## config.mk

```make
export PLATFORM = sky130hd
export DESIGN_NAME = fbcr_regs
export DESIGN_NICKNAME = d
export VERILOG_FILES = /design/src/fbcr_pkg.sv /design/src/fbcr_frame_if.sv /design/src/fbcr_regs.sv /design/src/fbcr_frame_slot.sv
export SDC_FILE = /design/constraint.sdc
export NUM_CORES = 1
export LEC_CHECK = 0
export CAP_MARGIN = 20
export CORE_UTILIZATION = 50
export DETAILED_ROUTE_END_ITERATION = 16
export DONT_BUFFER_PORTS = 1
export PLACE_DENSITY_LB_ADDON = 0.08
export SYNTH_ARGS = -nofsm -noshare
export SYNTH_HDL_FRONTEND = slang
export SYNTH_HIERARCHICAL = 1
export SYNTH_SLANG_ARGS = --single-unit
```

## constraint.sdc

```tcl
create_clock -name clk_sys -period 9.4 [get_ports clk_sys]
set_input_delay 1.41 -clock clk_sys [delete_from_list [all_inputs] [get_ports clk_sys]]
set_output_delay 1.41 -clock clk_sys [all_outputs]
set_load 0.1 [all_outputs]
```

## src/fbcr_pkg.sv

```systemverilog
package fbcr_pkg;

    // ************************************************************
    // register indices (byte address is four times the index)
    // ************************************************************
    localparam logic [3:0] IDX_DROP_REPEAT = 4'h4;
    localparam logic [3:0] IDX_FRAME_DESC  = 4'h5;
    localparam logic [3:0] IDX_FRAME_BASE  = 4'h6;
    localparam logic [3:0] IDX_READER_CAP  = 4'h7;
    localparam logic [3:0] IDX_MISC        = 4'h8;
    localparam logic [3:0] IDX_RATE_LOCK   = 4'h9;
    localparam logic [3:0] IDX_IN_RATE     = 4'ha;
    localparam logic [3:0] IDX_OUT_RATE    = 4'hb;

    // ************************************************************
    // field positions
    // ************************************************************
    localparam int AVAIL_BIT    = 31;
    localparam int ILACE_LSB    = 26;
    localparam int WIDTH_LSB    = 13;
    localparam int HEIGHT_LSB   = 0;
    localparam int READY_BIT    = 26;
    localparam int ACK_BIT      = 0;
    localparam int AFFINITY_BIT = 1;
    localparam int DELAY_LSB    = 16;
    localparam int LOCK_BIT     = 0;
    localparam int DIM_W        = 13;
    localparam int ILACE_W      = 4;
    localparam int DELAY_W      = 12;
    localparam int RATE_W       = 16;

    // ************************************************************
    // reset values and codes
    // ************************************************************
    localparam logic [11:0] DELAY_RESET  = 12'h001;
    localparam logic [15:0] RATE_RESET   = 16'h0000;
    localparam logic [3:0]  ILACE_PROG   = 4'h0;
    localparam logic [3:0]  ILACE_FIRST  = 4'h8;
    localparam logic [3:0]  ILACE_SECOND = 4'hc;

    typedef enum logic [1:0]
    {
        FBCR_MODE_WRITER,
        FBCR_MODE_READER,
        FBCR_MODE_BUFFER
    } fbcr_mode_t;

endpackage

```

## src/fbcr_frame_if.sv

```systemverilog
`timescale 1ns/100ps
interface fbcr_frame_if;
    logic        valid;
    logic [3:0]  ilace;
    logic [12:0] width;
    logic [12:0] height;
    logic [31:0] base;
    logic        ack;
    logic        avail;
    logic [3:0]  out_ilace;
    logic [12:0] out_width;
    logic [12:0] out_height;
    logic [31:0] out_base;

    modport source
    (
        output valid,
        output ilace,
        output width,
        output height,
        output base,
        input  ack
    );
    modport sink
    (
        input  valid,
        input  ilace,
        input  width,
        input  height,
        input  base,
        output ack,
        output avail,
        output out_ilace,
        output out_width,
        output out_height,
        output out_base
    );
endinterface

```

## src/fbcr_regs.sv

```systemverilog
// Chosen here: the address-and-strobe port.
`timescale 1ns/100ps
// Operation
// - writer mode counts each dropped frame
// - bit 31 shows frame available
// - next frame waits for software acknowledge
// - descriptor holds interlace, width, height fields
// - base pointer shows oldest unacknowledged frame
// - ready bit shows reader can accept frame
// - capability returns configured maximum width, height
// - acknowledge bit releases the handled buffer
// - affinity one drops user packets with video
// - affinity zero passes user packets in order
// - delay field defaults one, writable to 4095
// - lock bit enables ratio controlled drop/repeat
// - lock clear lets triple buffer run free
// - rate words hold sixteen-bit rate figures
// - reader base write launches frame read
// - interlace codes 0, 8 and 12
// - acknowledge keeps flag if newer frame waits
// - every register is one 32-bit word
module fbcr_regs
#(
    parameter fbcr_pkg::fbcr_mode_t MODE = fbcr_pkg::FBCR_MODE_WRITER,
    parameter int MAX_WIDTH  = 1920,
    parameter int MAX_HEIGHT = 1080
)
(
    input  wire logic        clk_sys,
    input  wire logic        reset,
    input  wire logic [3:0]  reg_addr,
    input  wire logic [31:0] reg_wdata,
    input  wire logic        reg_write,
    input  wire logic        reg_read,
    output logic [31:0]      reg_rdata,
    input  wire logic        frame_dropped,
    input  wire logic        frame_repeated,
    input  wire logic        wr_done_valid,
    input  wire logic [3:0]  wr_done_ilace,
    input  wire logic [12:0] wr_done_width,
    input  wire logic [12:0] wr_done_height,
    input  wire logic [31:0] wr_done_base,
    output logic             wr_done_ready,
    output logic             buffer_release,
    input  wire logic        rd_ready_in,
    output logic             rd_launch,
    output logic [3:0]       rd_ilace,
    output logic [12:0]      rd_width,
    output logic [12:0]      rd_height,
    output logic [31:0]      rd_base,
    output logic             user_affinity,
    output logic [11:0]      frame_delay,
    output logic             rate_locked,
    output logic [15:0]      in_rate,
    output logic [15:0]      out_rate
);

    // ************************************************************
    // checks and types
    // ************************************************************
    if (MAX_WIDTH < 1 || MAX_WIDTH > 8191 || MAX_HEIGHT < 1 || MAX_HEIGHT > 8191)
    begin : g_bad_size
        $error("maximum frame size does not fit 13 bits");
    end

    localparam logic [12:0] MAX_W13 = 13'(MAX_WIDTH);
    localparam logic [12:0] MAX_H13 = 13'(MAX_HEIGHT);
    localparam bit IS_WRITER = (MODE == fbcr_pkg::FBCR_MODE_WRITER);
    localparam bit IS_READER = (MODE == fbcr_pkg::FBCR_MODE_READER);
    localparam bit IS_BUFFER = (MODE == fbcr_pkg::FBCR_MODE_BUFFER);

    typedef struct packed
    {
        logic [31:0] rdata;
        logic [31:0] drop_cnt;
        logic        release_frame;
        logic        launch;
        logic [3:0]  ilace;
        logic [12:0] width;
        logic [12:0] height;
        logic [31:0] base;
        logic        ready;
        logic        affinity;
        logic [11:0] delay;
        logic        locked;
        logic [15:0] in_rate;
        logic [15:0] out_rate;
    } fbcr_state_t;

    fbcr_state_t st_reg;
    fbcr_state_t st_next;

    // shared packing of interlace, width and height
    function automatic logic [31:0] fbcr_pack_dims(input logic [3:0] il,
                                                   input logic [12:0] w,
                                                   input logic [12:0] h);
        logic [31:0] v;
        v = '0;
        v[fbcr_pkg::ILACE_LSB +: fbcr_pkg::ILACE_W] = il;
        v[fbcr_pkg::WIDTH_LSB +: fbcr_pkg::DIM_W] = w;
        v[fbcr_pkg::HEIGHT_LSB +: fbcr_pkg::DIM_W] = h;
        return v;
    endfunction

    // ************************************************************
    // completed-frame holding for writer mode
    // ************************************************************
    fbcr_frame_if frame_bus ();

    assign frame_bus.valid = IS_WRITER && wr_done_valid;
    assign frame_bus.ilace = wr_done_ilace;
    assign frame_bus.width = wr_done_width;
    assign frame_bus.height = wr_done_height;
    assign frame_bus.base = wr_done_base;

    fbcr_frame_slot u_slot
    (
        .clk_sys       (clk_sys),
        .reset         (reset),
        .release_frame (st_reg.release_frame),
        .fin           (frame_bus.sink)
    );

    logic wr_hit;
    logic rd_hit;
    assign wr_hit = reg_write;
    assign rd_hit = reg_read;

    // ************************************************************
    // next state
    // ************************************************************
    always_comb
    begin
        st_next = st_reg;
        st_next.release_frame = 1'b0;
        st_next.launch = 1'b0;
        st_next.ready = IS_READER && rd_ready_in;

        // writer counts drops, reader and buffer count repeats
        if ((IS_WRITER && frame_dropped) || (!IS_WRITER && frame_repeated))
        begin
            st_next.drop_cnt = st_reg.drop_cnt + 32'h00000001;
        end

        if (wr_hit)
        begin
            unique case (reg_addr)
                fbcr_pkg::IDX_FRAME_DESC:
                begin
                    if (IS_READER)
                    begin
                        st_next.ilace = reg_wdata[fbcr_pkg::ILACE_LSB +: fbcr_pkg::ILACE_W];
                        st_next.width = reg_wdata[fbcr_pkg::WIDTH_LSB +: fbcr_pkg::DIM_W];
                        st_next.height = reg_wdata[fbcr_pkg::HEIGHT_LSB +: fbcr_pkg::DIM_W];
                    end
                end
                fbcr_pkg::IDX_FRAME_BASE:
                begin
                    if (IS_READER)
                    begin
                        st_next.base = reg_wdata;
                        st_next.launch = 1'b1;
                    end
                end
                fbcr_pkg::IDX_MISC:
                begin
                    if (IS_WRITER && reg_wdata[fbcr_pkg::ACK_BIT])
                    begin
                        st_next.release_frame = 1'b1;
                    end
                    st_next.affinity = reg_wdata[fbcr_pkg::AFFINITY_BIT];
                    // zero would stall the buffer, so it is kept out
                    if (reg_wdata[fbcr_pkg::DELAY_LSB +: fbcr_pkg::DELAY_W] != 12'h000)
                    begin
                        st_next.delay = reg_wdata[fbcr_pkg::DELAY_LSB +: fbcr_pkg::DELAY_W];
                    end
                end
                fbcr_pkg::IDX_RATE_LOCK:
                begin
                    if (IS_BUFFER)
                    begin
                        st_next.locked = reg_wdata[fbcr_pkg::LOCK_BIT];
                    end
                end
                fbcr_pkg::IDX_IN_RATE:
                begin
                    if (IS_BUFFER)
                    begin
                        st_next.in_rate = reg_wdata[fbcr_pkg::RATE_W-1:0];
                    end
                end
                fbcr_pkg::IDX_OUT_RATE:
                begin
                    if (IS_BUFFER)
                    begin
                        st_next.out_rate = reg_wdata[fbcr_pkg::RATE_W-1:0];
                    end
                end
                default:
                begin
                end
            endcase
        end

        // read data stand one cycle after the strobe only
        st_next.rdata = 32'h00000000;
        if (rd_hit)
        begin
            unique case (reg_addr)
                fbcr_pkg::IDX_DROP_REPEAT:
                begin
                    st_next.rdata = st_reg.drop_cnt;
                end
                fbcr_pkg::IDX_FRAME_DESC:
                begin
                    if (IS_WRITER)
                    begin
                        st_next.rdata = fbcr_pack_dims(frame_bus.out_ilace,
                                                       frame_bus.out_width,
                                                       frame_bus.out_height);
                        st_next.rdata[fbcr_pkg::AVAIL_BIT] = frame_bus.avail;
                    end
                    else if (IS_READER)
                    begin
                        st_next.rdata = fbcr_pack_dims(st_reg.ilace, st_reg.width,
                                                       st_reg.height);
                    end
                end
                fbcr_pkg::IDX_FRAME_BASE:
                begin
                    if (IS_WRITER)
                    begin
                        st_next.rdata = frame_bus.out_base;
                    end
                    else if (IS_READER)
                    begin
                        st_next.rdata = st_reg.base;
                    end
                end
                fbcr_pkg::IDX_READER_CAP:
                begin
                    if (IS_READER)
                    begin
                        st_next.rdata = fbcr_pack_dims(4'h0, MAX_W13, MAX_H13);
                        st_next.rdata[fbcr_pkg::READY_BIT] = st_reg.ready;
                    end
                end
                fbcr_pkg::IDX_MISC:
                begin
                    st_next.rdata[fbcr_pkg::AFFINITY_BIT] = st_reg.affinity;
                    st_next.rdata[fbcr_pkg::DELAY_LSB +: fbcr_pkg::DELAY_W] = st_reg.delay;
                end
                fbcr_pkg::IDX_RATE_LOCK:
                begin
                    st_next.rdata[fbcr_pkg::LOCK_BIT] = st_reg.locked;
                end
                fbcr_pkg::IDX_IN_RATE:
                begin
                    st_next.rdata[fbcr_pkg::RATE_W-1:0] = st_reg.in_rate;
                end
                fbcr_pkg::IDX_OUT_RATE:
                begin
                    st_next.rdata[fbcr_pkg::RATE_W-1:0] = st_reg.out_rate;
                end
                default:
                begin
                    st_next.rdata = 32'h00000000;
                end
            endcase
        end
    end

    // ************************************************************
    // state register
    // ************************************************************
    always_ff @(posedge clk_sys or posedge reset)
    begin
        if (reset)
        begin
            st_reg <= '0;
            st_reg.delay <= fbcr_pkg::DELAY_RESET;
            st_reg.in_rate <= fbcr_pkg::RATE_RESET;
            st_reg.out_rate <= fbcr_pkg::RATE_RESET;
        end
        else
        begin
            st_reg <= st_next;
        end
    end

    // ************************************************************
    // outputs
    // ************************************************************
    // ack is combinational from the slot; accept waits as long as a frame is pending
    assign wr_done_ready = frame_bus.ack;
    assign reg_rdata = st_reg.rdata;
    assign buffer_release = st_reg.release_frame;
    assign rd_launch = st_reg.launch;
    assign rd_ilace = st_reg.ilace;
    assign rd_width = st_reg.width;
    assign rd_height = st_reg.height;
    assign rd_base = st_reg.base;
    assign user_affinity = st_reg.affinity;
    assign frame_delay = st_reg.delay;
    assign rate_locked = st_reg.locked;
    assign in_rate = st_reg.in_rate;
    assign out_rate = st_reg.out_rate;

endmodule // fbcr_regs

```

## src/fbcr_frame_slot.sv

```systemverilog
`timescale 1ns/100ps
// holds the shown frame and one waiting behind it
module fbcr_frame_slot
(
    input wire logic clk_sys,
    input wire logic reset,
    input wire logic release_frame,
    fbcr_frame_if.sink fin
);
    typedef struct packed
    {
        logic        cur_v;
        logic [61:0] cur;
        logic        pend_v;
        logic [61:0] pend;
    } fbcr_slot_t;

    fbcr_slot_t s_reg;
    fbcr_slot_t s_next;
    logic [61:0] incoming;

    assign incoming = {fin.ilace, fin.width, fin.height, fin.base};

    always_comb
    begin
        s_next = s_reg;
        if (release_frame && s_reg.cur_v)
        begin
            // newer completed frame takes over, else flag clears
            s_next.cur_v = s_reg.pend_v;
            s_next.cur = s_reg.pend;
            s_next.pend_v = 1'b0;
        end
        if (fin.valid && fin.ack)
        begin
            if (!s_next.cur_v)
            begin
                s_next.cur_v = 1'b1;
                s_next.cur = incoming;
            end
            else
            begin
                s_next.pend_v = 1'b1;
                s_next.pend = incoming;
            end
        end
    end

    always_ff @(posedge clk_sys or posedge reset)
    begin
        if (reset)
        begin
            s_reg <= '0;
        end
        else
        begin
            s_reg <= s_next;
        end
    end

    // a second waiting frame is back-pressured, not lost
    assign fin.ack = !s_reg.pend_v;
    assign fin.avail = s_reg.cur_v;
    assign fin.out_ilace = s_reg.cur[61:58];
    assign fin.out_width = s_reg.cur[57:45];
    assign fin.out_height = s_reg.cur[44:32];
    assign fin.out_base = s_reg.cur[31:0];
endmodule // fbcr_frame_slot

```

==> results.py, run 1 <==
metrics = {
    "global_routing": {
        "grt_pass1_wl_um": 33500,
        "grt_max_degree": 79,
        "grt_pass1_vias": 5492,
        "grt_usage_pct": 20.8,
        "grt_overflow_total": 0,
        "antenna_found_initial": 3,
    },
    "synthesis": {
        "seq_area_frac_synth_pct": 48.9,
        "ys_types": 42,
        "synth_top_area_cell": "dfrtp_1",
        "ys_warn_count": 6,
        "synth.top_cell.area_share_pct": 48.7,
        "synthTopCellsByArea": "dfrtp_1 (49%), buf_4 (15%), mux2_2 (14%)",
        "post-synth-top-count-cell": "buf_4",
        "synthTopCellsByCount": "buf_4 (208), dfrtp_1 (203), mux2_2 (132), mux2_1 (67), a22oi_1 (27)",
        "syn_inst": 833,
        "ys_async_sr_fraction_pct": 100,
        "syn_area_per_cell_um2": 12.5,
        "ys_seq_elements": 204,
        "syn_area_mm2": 0.0104,
        "synth_flop_cell": "dfrtp_1",
        "synth_edf_count": 0,
    },
    "outcome": {
        "status": "finished, final reports clean",
    },
    "sta": {
        "layout_min_cycle_time_ns": 2.99,
        "tns_ns": 0,
        "slew_violations": 0,
        "period_share_pct": 31.9,
        "worst_slew_pin_slew_ns": 1.06,
        "worst_slack_ns": 6.41,
        "fin_hold_ws_ns": 0.484,
        "hold_violations": 0,
        "maxSlewHeadroom_pct": 29.3,
        "clock.fmax_mhz": 334,
        "setup_viol": 0,
        "rsz0062_at_grt": "false",
        "fin_skew_ns": 0.0192,
    },
    "worst_setup_path": {
        "setup.worst_path.start_class": "flop",
        "slowest_delay_ns": 0.67,
        "crit_chain": "inv_1",
        "path_depth": 1,
        "cp_num_buf_inv": 1,
        "reg2regPathDepth": 3,
        "critPathSlowestCell": "inv_1",
        "crit_arrival_ns": 1.58,
        "crit_fanout": 4,
        "cpLargestDelayFamily": "buffers and inverters",
        "crit_type": "reg -> out",
        "required_ns": 7.99,
        "reg2reg_slack_ns": 6.54,
        "crit_path_end_kind": "output port",
    },
    "drt": {
        "post_drt_wl_per_cell_um": 21.7,
        "drcViolationCount": 0,
        "routed_wl_um": 21900,
        "drt_iter0_drc": 372,
        "first_pass_iters": 10,
        "num_vias": 5622,
        "drt-vias-per-instance": 5.56,
        "drtAntennaViolNets": 0,
    },
    "power": {
        "pwr_density_cell_mw_per_mm2": 301,
        "power.total_mw": 3.09,
        "ir_drop_mv": 0.171,
        "p_leak_nw": 4.64,
    },
    "cts": {
        "path_clk_slew_ns": 0.06,
        "hold_buffers": 0,
        "cts_resized": 0,
        "cts_setup_buffers": 0,
        "cts_root_buffer": "clkbuf_16",
        "h-tree-depth": 1,
        "clock_latency_ns": 0.51,
        "cts_sinks": 204,
        "cts_buffers": 23,
        "clk_path_buf_depth": 3,
        "cts_tree": "built",
    },
    "cells_and_area": {
        "syn_to_final_growth_pct": -1.83,
        "antenna_cells": 0,
        "largest_reg_flops": 63,
        "drive_gt1_share_pct": 26.3,
        "fin_nets": 833,
        "final_cells": 1012,
    },
    "floorplanning": {
        "coreArea_mm2": 0.0204,
        "rows": 52,
        "die_y_um": 146,
        "die_x_um": 146,
        "initial_core_util_pct": 51.3,
        "die-area_mm2": 0.0215,
        "io_pins": 249,
    },
    "placed_design": {
        "port-buffer-count": 0,
        "gp_congestion": 0.821,
        "place_ws_ns": 5.90,
        "dpl.cell_count": 971,
        "hpwl_um": 15000,
    },
    "min_path": {
        "worstHoldPathCells": 1,
        "hp-class": "reg -> reg",
    },
    "job": {
        "drv_cap": 0,
    },
}
[per-layer routing]
layer	global-route usage (%)	routed length (um)	share of wire, %	up-vias
li1	-	-	-	2424
met1	29.8	9480	43	2882
met2	31.5	9960	45	279
met3	5.16	2060	9.4	35
met4	5.21	431	2.0	2
met5	0	13	0.059	-
[report_power, final]
part / switching, mW / internal [mW]
combinational: 0.358 / 0.330
sequential: 0.341 / 1.17
clock: 0.350 / 0.535
[layout by cell type (no fill, tap or decap), drive strengths merged, types with 8 or more instances in the layout]
cell,n
conb,96
xnor2,20
a22oi,27
nand2,13
a21oi,13
nor2,23
clkbuf,29
nor4,8
buf,9
nand3,11
a222oi,18
mux2,199
clkinv,9
nand4,11
dfrtp,203
xor2,11
[path summary, 6_finish.rpt]
check | startpoint | to
max in group asynchronous | reset | u_slot/fin.out_base[16]
setup reg to reg | u_slot/s_reg[62] | u_slot/fin.out_height[5]
setup / recovery | u_slot/s_reg[62] | wr_done_ready
min in group asynchronous | reset | u_slot/fin.out_width[3]
hold / removal | u_slot/s_reg[61] | u_slot/s_reg[61]
hold reg to reg | u_slot/s_reg[61] | u_slot/s_reg[61]
[area by class of cell]
| type | instances | area, um2 |
|---|---|---|
| repair buffers | 9 | 67.6 |
| well taps | 270 | 338 |
| flip-flops and latches | 204 | 5110 |
| multi-input cells | 482 | 3950 |
| clock inverters | 12 | 116 |
| inverters | 6 | 26.3 |
| clock buffers | 29 | 638 |
| fillers | 1751 | 10100 |
[through the flow]
step / area [um2] / utilization, %
3_3_place_gp: 9490 / 46.6
6_report: 10200 / 50.3
4_1_cts: 10200 / 50.3
3_5_place_dp: 9490 / 46.6
5_1_grt: 10200 / 50.3
2_1_floorplan: 10800 / -
[kinds of logic (layout without fill, tap and decap cells)]
kind of cell | after synthesis | in the layout | share of synthesized area, %
muxes | 199 | 199 | 21.5
and+or+nand+nor | 91 | 91 | 5.35
buffers and inverters | 242 | 56 | 16.8
adders and majority gates | 1 | 1 | 0.120
AOI/OAI and AO/OA | 64 | 64 | 4.75
DFF | 204 | 204 | 48.9
xor gates and xnor gates | 31 | 31 | 2.60
other | 1 | 96 | 0.0359
Power figures use the tool's default switching activity.
==> run 2, diff against run 1 <==
Clock period 9.4 ns to 2.4 ns, I/O delays scaled along.
==> run 2 against run 1 <==
Compared with the run above: global-route usage rose by 0.65 points; hold slack lost 0.47 ns; wire length increased by 2.3%; via count is 5.9% higher; sequential power increased to 3.7 times the previous value; register-to-register slack got worse by 6.1 ns; clock-buffer cell count up 4; sequential share of layout area shrank 4.5 points; final area rose by 9.8%; critical endpoint is now st_reg[142]; largest power group unchanged.
==> results.py, run 2 (synthesis results as in run 1) <==
metrics = {
    "floorplanning": {
        "rows": 52,
        "io_pins": 249,
        "die_y_um": 146,
        "die-area_mm2": 0.0215,
        "die_x_um": 146,
        "coreArea_mm2": 0.0204,
        "initial_core_util_pct": 51.3,
    },
    "cells_and_area": {
        "fin_nets": 937,
        "final_cells": 1117,
        "layout_common_cells": "dfrtp_1 (203), mux2_2 (132), conb_1 (96), dlygate4sd3_1 (72), mux2_1 (67)",
        "largest_reg_flops": 63,
        "drive_gt1_share_pct": 26.4,
        "mostFrequentLayoutCell": "dfrtp_1",
        "syn_to_final_growth_pct": 7.82,
    },
    "global_routing": {
        "grt_pass1_wl_um": 35200,
        "grt_overflow_total": 0,
        "grt_usage_pct": 21.4,
        "grt_pass1_vias": 6003,
        "antenna_found_initial": 2,
        "grt_max_degree": 75,
    },
    "drt": {
        "drt_iter0_drc": 478,
        "drtAntennaViolNets": 0,
        "post_drt_wl_per_cell_um": 20.1,
        "drcViolationCount": 0,
        "num_vias": 5954,
        "drt-vias-per-instance": 5.33,
        "first_pass_iters": 8,
        "routed_wl_um": 22400,
    },
    "worst_setup_path": {
        "required_ns": 2.81,
        "crit_arrival_ns": 2.42,
        "slowest_delay_ns": 0.62,
        "crit_path_end_kind": "flop",
        "crit_fanout": 6,
        "reg2regPathDepth": 4,
        "setup.worst_path.start_class": "flop",
        "critPathSlowestCell": "or4_4",
        "crit_type": "reg -> reg",
        "path_depth": 4,
        "cp_num_buf_inv": 0,
        "cpLargestDelayFamily": "simple AND/OR/NAND/NOR gates",
        "crit_chain": "nand3_1, or4_4, nor4_1, xor2_1",
    },
    "cts": {
        "cts_root_buffer": "clkbuf_16",
        "h-tree-depth": 1,
        "cts_buffers": 23,
        "cts_setup_buffers": 0,
        "cts_resized": 0,
        "clk_path_buf_depth": 3,
        "cts_sinks": 204,
        "clock_latency_ns": 0.50,
        "path_clk_slew_ns": 0.06,
        "cts_tree": "built",
    },
    "sta": {
        "fin_skew_ns": 0.0110,
        "setup_viol": 0,
        "rsz0062_at_grt": "false",
        "tns_ns": 0,
        "period_share_pct": 83.6,
        "hold_violations": 0,
        "maxSlewHeadroom_pct": 30.8,
        "clock.fmax_mhz": 498,
        "slew_violations": 0,
        "worst_slew_pin_slew_ns": 1.04,
        "layout_min_cycle_time_ns": 2.01,
    },
    "placed_design": {
        "port-buffer-count": 0,
        "gp_congestion": 0.798,
        "hpwl_um": 15700,
        "dpl.cell_count": 1003,
    },
    "min_path": {
        "worstHoldPathCells": 1,
        "hp-class": "in -> reg",
    },
    "power": {
        "p_leak_nw": 5.11,
        "ir_drop_mv": 0.691,
        "pwr_density_cell_mw_per_mm2": 1080,
    },
    "job": {
        "drv_cap": 0,
    },
    "outcome": {
        "status": "finished, final reports clean",
    },
}
## run 2: worst register-to-register path: stages (launching register included)
cell and delay, ns:
dfrtp_1 0.44, nand3_1 0.20, or4_4 0.62, nor4_1 0.46
xor2_1 0.21
## run 2: area by class of cell
type | count | area [um2]
tap | 270 | 338
multi-input combinational | 482 | 3950
clock inverter | 8 | 68.8
clock buffer | 33 | 653
antenna | 1 | 2.50
fill | 1681 | 9110
timing repair buffer | 113 | 1100
sequential | 204 | 5110
inverter | 6 | 27.5
## run 2: through the flow
stage	util [%]	setup slack (ns)	power [mW]	cell area, um2	hold slack, ns
floorplan	-	0.0466	8.89	10800	0.443
global placement	48.2	0.430	8.62	9810	0.306
detailed placement	48.2	0.398	8.79	9810	0.310
CTS	55.2	0.372	12.3	11200	0.000722
global route	55.2	0.215	12.8	11300	0.00248
finish	55.3	0.393	12.2	11300	0.0130
## run 2: layer usage
metal / global-route usage, % / vias to the layer above / routed length (um)
li1: - / 2629 / -
met1: 30.9 / 3052 / 10100
met2: 33.0 / 238 / 10300
met3: 4.16 / 33 / 1450
met4: 5.78 / 2 / 530
met5: 0 / - / 13
## run 2: worst paths after layout
kind	from	to	slack, ns
worst max-delay path	st_reg[119]	st_reg[142]	0.39
worst min-delay path	reg_wdata[23]	frame_delay[7]	0.01
worst max register to register	st_reg[119]	st_reg[142]	0.39
worst min register to register	u_slot/s_reg[0]	u_slot/s_reg[0]	0.48
max in group asynchronous	reset	u_slot/fin.out_base[3]	1.14
min in group asynchronous	reset	reg_rdata[8]	0.41
## run 2: power by group
part           internal (mW)  switching, mW
clock                   2.00           1.35
sequential              4.61          0.973
combinational           1.46           1.79
## run 2: timing repair
item                                    in CTS  in global routing
endpoints found under the hold margin      176                  1
endpoints found under the setup margin       0                  0
hold buffers                                71                  1
